==> config.mk <==
export PLATFORM = sky130hd
export DESIGN_NAME = dsr_port
export DESIGN_NICKNAME = d
export VERILOG_FILES = /design/src/inc/dsr_pkg.sv /design/src/verilog/dsr_port.sv
export SDC_FILE = /design/constraint.sdc
export NUM_CORES = 2
export LEC_CHECK = 0
export BUFFER_PORTS_ARGS = -buffer_cell sky130_fd_sc_hd__buf_4
export CAP_MARGIN = 20
export CORE_MARGIN = 3
export CORE_UTILIZATION = 42
export DETAILED_ROUTE_END_ITERATION = 8
export PLACE_DENSITY = 0.57
export SLEW_MARGIN = 40
export SYNTH_ARGS = -nofsm -noshare
export SYNTH_HDL_FRONTEND = slang
export SYNTH_SLANG_ARGS = --single-unit
==> constraint.sdc <==
create_clock -name sys_clk_in -period 93.1 [get_ports sys_clk_in]
set_input_delay 4.655 -clock sys_clk_in [delete_from_list [all_inputs] [get_ports sys_clk_in]]
set_output_delay 4.655 -clock sys_clk_in [all_outputs]
set_load 0.1 [all_outputs]
==> src/inc/dsr_pkg.sv <==
// Shared constants for the separate-I/O double-data-rate SRAM bus port
package dsr_pkg;

  // ==========================================================================
  // Organisation
  localparam int DATA_W     = 36;  // Data bus width, 18 or 36
  localparam int ADDR_W     = 19;  // Address width, 20 for x18, 19 for x36
  localparam int LANE_W     = 9;   // Bits under one byte-lane select
  localparam int MEM_AW     = 4;   // Address bits actually stored in flops
  localparam int FIFO_DEPTH = 8;   // Read data words buffered

  // ==========================================================================
  // Synchronised pin vector layout
  localparam int SYNC_STAGES = 2;  // Flops before any logic reads a pin
  localparam int CTRL_BITS   = 7;  // Clocks, mode, load strobe, direction
  localparam int POS_K       = 0;
  localparam int POS_KN      = 1;
  localparam int POS_C       = 2;
  localparam int POS_CN      = 3;
  localparam int POS_SINGLE  = 4;
  localparam int POS_LOAD_N  = 5;
  localparam int POS_RW      = 6;

  // ==========================================================================
  // Reset values
  localparam logic       RST_OE   = 1'b0;  // Read bus released after reset
  localparam logic [1:0] RST_SYNC = 2'h0;

  // ==========================================================================
  // Port sequencer states
  typedef enum logic [1:0] {
    ST_IDLE  = 2'b00,  // Waiting for a load on a true input clock rise
    ST_WR_HI = 2'b01,  // Write word 0 stored, waiting for complementary rise
    ST_RD_W0 = 2'b10,  // Pushing read word 0 into the output buffer
    ST_RD_W1 = 2'b11   // Pushing read word 1 into the output buffer
  } dsr_state_type;

endpackage : dsr_pkg

==> src/verilog/dsr_port.sv <==
// Read data buffer and the SRAM bus port top module
`timescale 1ns/1ps

// How it works
// Write data is taken at the true and then the complementary input clock rise.
// Controller pulls the load strobe low to define a new transaction.
// Every transaction moves exactly two data words.
// Each active-low lane select gates one 9-bit slice of write data.
// A deasserted lane select leaves that lane of memory unchanged.
// Lane selects are sampled with the very word they qualify.
// The shared address is sampled on the true input clock rise.
// Address is 19 bits for 36-bit data; only the low 4 bits are stored, so addresses 16 apart share one burst.
// Without the load strobe the address is ignored and nothing starts.
// Read words leave on true then complementary output clock rises.
// In single clock mode read words leave on the input clock pair.
// With no read data to drive, the read bus is released.
// Controller sets direction high for read, low for write, with the load.
// Every access and all control capture start on a true input clock rise.
// Burst word 0 goes with the true rise, word 1 with the next complement.

// ============================================================================
// Read data FIFO
module dsr_fifo #(
  parameter int WIDTH = dsr_pkg::DATA_W,
  parameter int DEPTH = dsr_pkg::FIFO_DEPTH
) (
  input  wire logic             clk_in,        // System clock
  input  wire logic             rst_n_in,      // Synchronised reset, low active
  input  wire logic             in_valid_in,   // Write side word offered
  output logic                  in_ready_out,  // Write side has room
  input  wire logic [WIDTH-1:0] in_data_in,    // Write side word
  output logic                  out_valid_out, // Read side word present
  input  wire logic             out_ready_in,  // Read side takes a word
  output logic      [WIDTH-1:0] out_data_out   // Read side word
);
  localparam int PW = (DEPTH > 1) ? $clog2(DEPTH) : 1;

  logic [WIDTH-1:0] mem_reg [DEPTH];
  logic [WIDTH-1:0] mem_next[DEPTH];
  logic [PW-1:0]    wr_reg;
  logic [PW-1:0]    wr_next;
  logic [PW-1:0]    rd_reg;
  logic [PW-1:0]    rd_next;
  logic [PW:0]      cnt_reg;
  logic [PW:0]      cnt_next;
  logic             push;
  logic             pop;

  // Honest flags straight from the fill count
  assign in_ready_out  = (cnt_reg != (PW+1)'(DEPTH));
  assign out_valid_out = (cnt_reg != '0);
  assign out_data_out  = mem_reg[rd_reg];
  assign push          = in_valid_in && in_ready_out;
  assign pop           = out_ready_in && out_valid_out;

  // Pointer wrap is explicit so any depth works, not only powers of two
  always_comb begin
    mem_next = mem_reg;
    wr_next  = wr_reg;
    rd_next  = rd_reg;
    cnt_next = cnt_reg;
    if (push) begin
      mem_next[wr_reg] = in_data_in;
      wr_next = (wr_reg == PW'(DEPTH-1)) ? '0 : wr_reg + PW'(1);
    end
    if (pop) begin
      rd_next = (rd_reg == PW'(DEPTH-1)) ? '0 : rd_reg + PW'(1);
    end
    if (push && !pop) begin
      cnt_next = cnt_reg + (PW+1)'(1);
    end else if (pop && !push) begin
      cnt_next = cnt_reg - (PW+1)'(1);
    end
  end

  // Register the buffer state
  always_ff @(posedge clk_in or negedge rst_n_in) begin
    if (!rst_n_in) begin
      mem_reg <= '{default: '0};
      wr_reg  <= '0;
      rd_reg  <= '0;
      cnt_reg <= '0;
    end else begin
      mem_reg <= mem_next;
      wr_reg  <= wr_next;
      rd_reg  <= rd_next;
      cnt_reg <= cnt_next;
    end
  end
endmodule : dsr_fifo

// ============================================================================
// SRAM bus port, device side
module dsr_port #(
  parameter int DATA_W = dsr_pkg::DATA_W,
  parameter int ADDR_W = dsr_pkg::ADDR_W,
  parameter int MEM_AW = dsr_pkg::MEM_AW
) (
  input  wire logic                       sys_clk_in,                     // 125 MHz clock
  input  wire logic                       resetn_in,                      // Async reset, low
  input  wire logic                       k_in,                           // True input clock
  input  wire logic                       k_n_in,                         // Complementary input clk
  input  wire logic                       c_in,                           // True output clock
  input  wire logic                       c_n_in,                         // Complementary output clk
  input  wire logic                       single_clock_mode_in,           // Read data on K pair
  input  wire logic                       cycle_load_n_in,                // Load strobe, low
  input  wire logic                       read_write_in,                  // High read, low write
  input  wire logic [ADDR_W-1:0]          addr_in,                        // Shared address
  input  wire logic [DATA_W-1:0]          data_in,                        // Write data
  input  wire logic [DATA_W/9-1:0]        byte_lane_write_select_n_in,    // Lane selects, low
  output logic      [DATA_W-1:0]          q_out,                          // Read data
  output logic                            q_oe_out                        // High while driving q
);
  localparam int NL = DATA_W / dsr_pkg::LANE_W;
  localparam int SW = dsr_pkg::CTRL_BITS + ADDR_W + DATA_W + NL;
  localparam int DEPTH = 1 << MEM_AW;

  logic [1:0]              rst_sync_reg;
  logic                    rst_n;
  logic [SW-1:0]           meta_reg;
  logic [SW-1:0]           sync_reg;
  logic [3:0]              clk_dly_reg;
  logic [SW-1:0]           pins;
  logic [ADDR_W-1:0]       a_s;
  logic [DATA_W-1:0]       d_s;
  logic [NL-1:0]           bws_s;
  logic                    k_rise;
  logic                    kn_rise;
  logic                    c_rise;
  logic                    cn_rise;
  logic                    launch;
  logic [MEM_AW-1:0]       a_idx;
  dsr_pkg::dsr_state_type  state_reg;
  dsr_pkg::dsr_state_type  state_next;
  logic [MEM_AW-1:0]       addr_reg;
  logic [MEM_AW-1:0]       addr_next;
  logic [DATA_W-1:0]       mem0_reg [DEPTH];
  logic [DATA_W-1:0]       mem0_next[DEPTH];
  logic [DATA_W-1:0]       mem1_reg [DEPTH];
  logic [DATA_W-1:0]       mem1_next[DEPTH];
  logic [DATA_W-1:0]       merged0;
  logic [DATA_W-1:0]       merged1;
  logic                    push_valid;
  logic [DATA_W-1:0]       push_data;
  logic                    push_ready;
  logic                    out_valid;
  logic [DATA_W-1:0]       out_data;
  logic                    pop;
  logic [DATA_W-1:0]       q_reg;
  logic [DATA_W-1:0]       q_next;
  logic                    oe_reg;
  logic                    oe_next;

  // ==========================================================================
  // Reset release through two flops
  always_ff @(posedge sys_clk_in or negedge resetn_in) begin
    if (!resetn_in) begin
      rst_sync_reg <= dsr_pkg::RST_SYNC;
    end else begin
      rst_sync_reg <= {rst_sync_reg[0], 1'b1};
    end
  end
  assign rst_n = rst_sync_reg[1];

  // ==========================================================================
  // Pin synchroniser; only sync_reg and later are read by logic
  assign pins = {byte_lane_write_select_n_in, data_in, addr_in, read_write_in,
                 cycle_load_n_in, single_clock_mode_in, c_n_in, c_in, k_n_in, k_in};

  always_ff @(posedge sys_clk_in or negedge rst_n) begin
    if (!rst_n) begin
      meta_reg    <= '0;
      sync_reg    <= '0;
      clk_dly_reg <= '0;
    end else begin
      meta_reg    <= pins;
      sync_reg    <= meta_reg;
      clk_dly_reg <= sync_reg[3:0];
    end
  end

  // Edge finding; clocks and data share the same sync delay, so data
  // read at a detected edge is the data that stood at that link edge
  assign k_rise  = sync_reg[dsr_pkg::POS_K]  && !clk_dly_reg[dsr_pkg::POS_K];
  assign kn_rise = sync_reg[dsr_pkg::POS_KN] && !clk_dly_reg[dsr_pkg::POS_KN];
  assign c_rise  = sync_reg[dsr_pkg::POS_C]  && !clk_dly_reg[dsr_pkg::POS_C];
  assign cn_rise = sync_reg[dsr_pkg::POS_CN] && !clk_dly_reg[dsr_pkg::POS_CN];
  assign a_s     = sync_reg[dsr_pkg::CTRL_BITS +: ADDR_W];
  assign d_s     = sync_reg[dsr_pkg::CTRL_BITS + ADDR_W +: DATA_W];
  assign bws_s   = sync_reg[dsr_pkg::CTRL_BITS + ADDR_W + DATA_W +: NL];
  assign a_idx   = a_s[MEM_AW-1:0];  // Upper address bits are not stored

  // ==========================================================================
  // Lane merge: each select owns one 9-bit slice of its own word
  for (genvar g = 0; g < NL; g++) begin : g_lane
    localparam int LO = g * dsr_pkg::LANE_W;
    assign merged0[LO +: dsr_pkg::LANE_W] = bws_s[g] ?
        mem0_reg[a_idx][LO +: dsr_pkg::LANE_W] : d_s[LO +: dsr_pkg::LANE_W];
    assign merged1[LO +: dsr_pkg::LANE_W] = bws_s[g] ?
        mem1_reg[addr_reg][LO +: dsr_pkg::LANE_W] : d_s[LO +: dsr_pkg::LANE_W];
  end

  // ==========================================================================
  // Transaction sequencer; loads seen while a read is still being
  // buffered are dropped, a trade for not queueing commands
  always_comb begin
    state_next = state_reg;
    addr_next  = addr_reg;
    mem0_next  = mem0_reg;
    mem1_next  = mem1_reg;
    push_valid = 1'b0;
    push_data  = mem0_reg[addr_reg];
    case (state_reg)
      dsr_pkg::ST_IDLE: begin
        if (k_rise && !sync_reg[dsr_pkg::POS_LOAD_N]) begin
          addr_next = a_idx;
          if (sync_reg[dsr_pkg::POS_RW]) begin
            state_next = dsr_pkg::ST_RD_W0;
          end else begin
            mem0_next[a_idx] = merged0;
            state_next       = dsr_pkg::ST_WR_HI;
          end
        end
      end
      dsr_pkg::ST_WR_HI: begin
        if (kn_rise) begin
          mem1_next[addr_reg] = merged1;
          state_next          = dsr_pkg::ST_IDLE;
        end
      end
      dsr_pkg::ST_RD_W0: begin
        push_valid = 1'b1;
        push_data  = mem0_reg[addr_reg];
        if (push_ready) begin
          state_next = dsr_pkg::ST_RD_W1;
        end
      end
      dsr_pkg::ST_RD_W1: begin
        push_valid = 1'b1;
        push_data  = mem1_reg[addr_reg];
        if (push_ready) begin
          state_next = dsr_pkg::ST_IDLE;
        end
      end
      default: begin
        state_next = dsr_pkg::ST_IDLE;
      end
    endcase
  end

  // Register the sequencer and the array
  always_ff @(posedge sys_clk_in or negedge rst_n) begin
    if (!rst_n) begin
      state_reg <= dsr_pkg::ST_IDLE;
      addr_reg  <= '0;
      mem0_reg  <= '{default: '0};
      mem1_reg  <= '{default: '0};
    end else begin
      state_reg <= state_next;
      addr_reg  <= addr_next;
      mem0_reg  <= mem0_next;
      mem1_reg  <= mem1_next;
    end
  end

  // ==========================================================================
  // Read data buffer between array and output launch
  dsr_fifo #(
    .WIDTH (DATA_W),
    .DEPTH (dsr_pkg::FIFO_DEPTH)
  ) u_fifo (
    .clk_in        (sys_clk_in),
    .rst_n_in      (rst_n),
    .in_valid_in   (push_valid),
    .in_ready_out  (push_ready),
    .in_data_in    (push_data),
    .out_valid_out (out_valid),
    .out_ready_in  (pop),
    .out_data_out  (out_data)
  );

  // ==========================================================================
  // Output launch: one word per output clock rise (input clock rise in single clock mode), bus released when empty
  assign launch = sync_reg[dsr_pkg::POS_SINGLE] ? (k_rise || kn_rise)
                                                : (c_rise || cn_rise);
  assign pop    = launch && out_valid;

  always_comb begin
    q_next  = q_reg;
    oe_next = oe_reg;
    if (launch) begin
      oe_next = out_valid;
      if (out_valid) begin
        q_next = out_data;
      end
    end
  end

  // Register the read bus
  always_ff @(posedge sys_clk_in or negedge rst_n) begin
    if (!rst_n) begin
      q_reg  <= '0;
      oe_reg <= dsr_pkg::RST_OE;
    end else begin
      q_reg  <= q_next;
      oe_reg <= oe_next;
    end
  end

  assign q_out    = q_reg;
  assign q_oe_out = oe_reg;
endmodule : dsr_port
==> metrics.txt <==
Worst Hold Class flip-flop to async pin; grt total ovfl 0; final wirelength 216000 um; clock-pin slew on the worst setup and hold paths 60 ps; reg2reg start addr_reg[1]; commonest non-fill, non-tap cell in the layout dfrtp_1; Place WS 87710 ps; GRT Total Usage 24.1%; Setup Buffers After CTS 0; RSZ-0062 raised after global routing false; Psw 897 uW; Clock power frac 27.3%; Util after Layout 47.8%; Inserted Clock Buffers 173; max-cap violation count 0; ranking of synthesized cells by area dfrtp_1, mux4_2, a21oi_1, mux2_2, nor2_1; layout net count 6186; kind of critical path flip-flop to output port; Highest Signal Layer met4; root buffer cell clkbuf_16; cts hold-fix bufs 0; Worst-Skew Late Latency 810 ps; Fmax 0.162 GHz; Worst EP arrival 1530 ps; outcome complete, no violations; Area Overhead vs Synth 12.5%; synthesized cell area 73200 um2; Syn. warnings 0; Setup-failing EPs final 0; ys flop type dfrtp_1; share of power burned in registers 39.6%; post-cts repair resize count 0; Final Max Tran Viols 0; CP Data Required Time 88440 ps; PortBufs 89; final worst-path setup slack 86910 ps; die area 179000 um2; Placed Area 76500 um2; register bit total from synthesis 1601; antenna violations before repair 6; maximum vdd drop 0.0219 mV; internal power 1.64 mW; Sum Neg Setup Slack 0 ps; CP Max Fanout 2; design area 82400 um2; Final Hold Vio Count 0; cell family with most CP delay flip-flops; placer congestion estimate 0.813; Syn Nets 6360; measured slew at the worst slew-check pin 933 ps; post-synthesis sequential area ratio 54.7%; syn avg cell area 11.7 um2; Comb pwr share 33.0%; routed wl met3 15100 um; Yosys top cell by area dfrtp_1; fin crit share 6.64%; H-Tree Depth 4; layout cells sized above 1 22.6%; Syn Inst Count 6284; Initial Utilization 42.4%; Clock Path Buffers 3; M1 WL 93500 um; Cell variety after synth 50; startpoint types flip-flop; CTS tree yes; switching share of total power 35.4%; I/O pins 105; core box area 172000 um2; most frequent cells in the layout dfrtp_1, nor2_1, a21oi_1; CTS Sinks 1601; die width 424 um; fin crit period 6190 ps; Crit. Startpoint q_out[27]; worst-path cell chain buf_4; Vias 49700; Starting DRT DRC Count 4638; largest net degree at the start of global routing 160; Post-synth ARST share 100%; first-pass GRT wire length 326000 um; Die Y 424 um; Detail Route Antenna Nets 0; EDFF count, synth 0; Setup Skew 37.2 ps; CP bufs+invs 1; drt pass-1 iters 6; DP HPWL 124000 um; FP Rows 152; Yosys top cell area share 54.7%; vias in the first global route 50000; Slew headroom 37.8%; Worst setup EP type output port; routed length per instance 25.2 um; CP max-delay cell dfrtp_1; PD cells 30.7 nW/um2; WL met2 97100 um; DRC errors left 0; Leak 37.0 nW; DR vias/cell 5.81; slowest cell delay on critical path 400 ps
-- final cells by class --
type	instances	area, um2
well taps	2310	2890
flip-flops and latches	1601	40100
clock inverters	59	722
diodes	4	10.0
inverters	7	26.3
repair buffers	235	2140
multi-input cells	4092	31400
clock buffers	256	5060
fillers	15300	90100
-- logic make-up (layout without fill, tap and decap cells) --
kind of cell	Yosys count	in the layout	synth area share [%]
flops	1601	1601	54.7
simple gates	1528	1528	9.04
compound gates	1524	1524	11.6
mux	1027	1027	20.8
buf+inv	591	557	3.55
fa+ha+maj	8	8	0.147
xor+xnor	4	4	0.0478
other cells	1	5	0.00512
-- power by group through the flow --
stage | Combinational (mW) | Clock, mW | Sequential, mW
after floorplan | 0.585 | 0 | 1.00
after global placement | 0.794 | 0 | 1.01
after detailed placement | 0.824 | 0 | 1.02
after CTS | 0.826 | 0.708 | 1.01
after global routing | 0.903 | 0.736 | 1.03
final | 0.836 | 0.692 | 1.00
-- cell usage after synthesis, types with 45 or more instances --
master and count:
mux2_2 379, nand2b_1 45, o22ai_1 73, nand2_1 190, mux2i_1 288, a22oi_1 144, o21ai_0 187, buf_2 218
a21oi_1 1044, mux4_2 360, nor2_1 1061, clkbuf_1 313, dfrtp_1 1601
-- routing by layer --
| metal | track usage (%) | vias to the layer above |
|---|---|---|
| met5 | 0 | - |
| met4 | 9.76 | 0 |
| met3 | 3.93 | 391 |
| met2 | 37.1 | 1744 |
| met1 | 34.3 | 25400 |
| li1 | - | 22200 |
-- worst paths after layout --
kind	slack, ps	end	cells past startpoint
max	86910	q_out[27]	1
min	280	mem1_reg[132]	0
max reg2reg	88100	mem1_reg[456]	9
min reg2reg	280	mem1_reg[132]	0
max in group asynchronous	89370	rst_sync_reg[1]	1
min in group sys_clk_in	340	sync_reg[51]	0
-- metrics by stage --
stage	hold slack, ps	instances	power, mW
after detailed placement	297	8242	1.85
after floorplan	331	6284	1.59
after global placement	335	8230	1.81
final	284	8564	2.53
after CTS	315	8557	2.54
after global routing	333	8560	2.67
No activity file was read; power rests on OpenSTA's default activity.
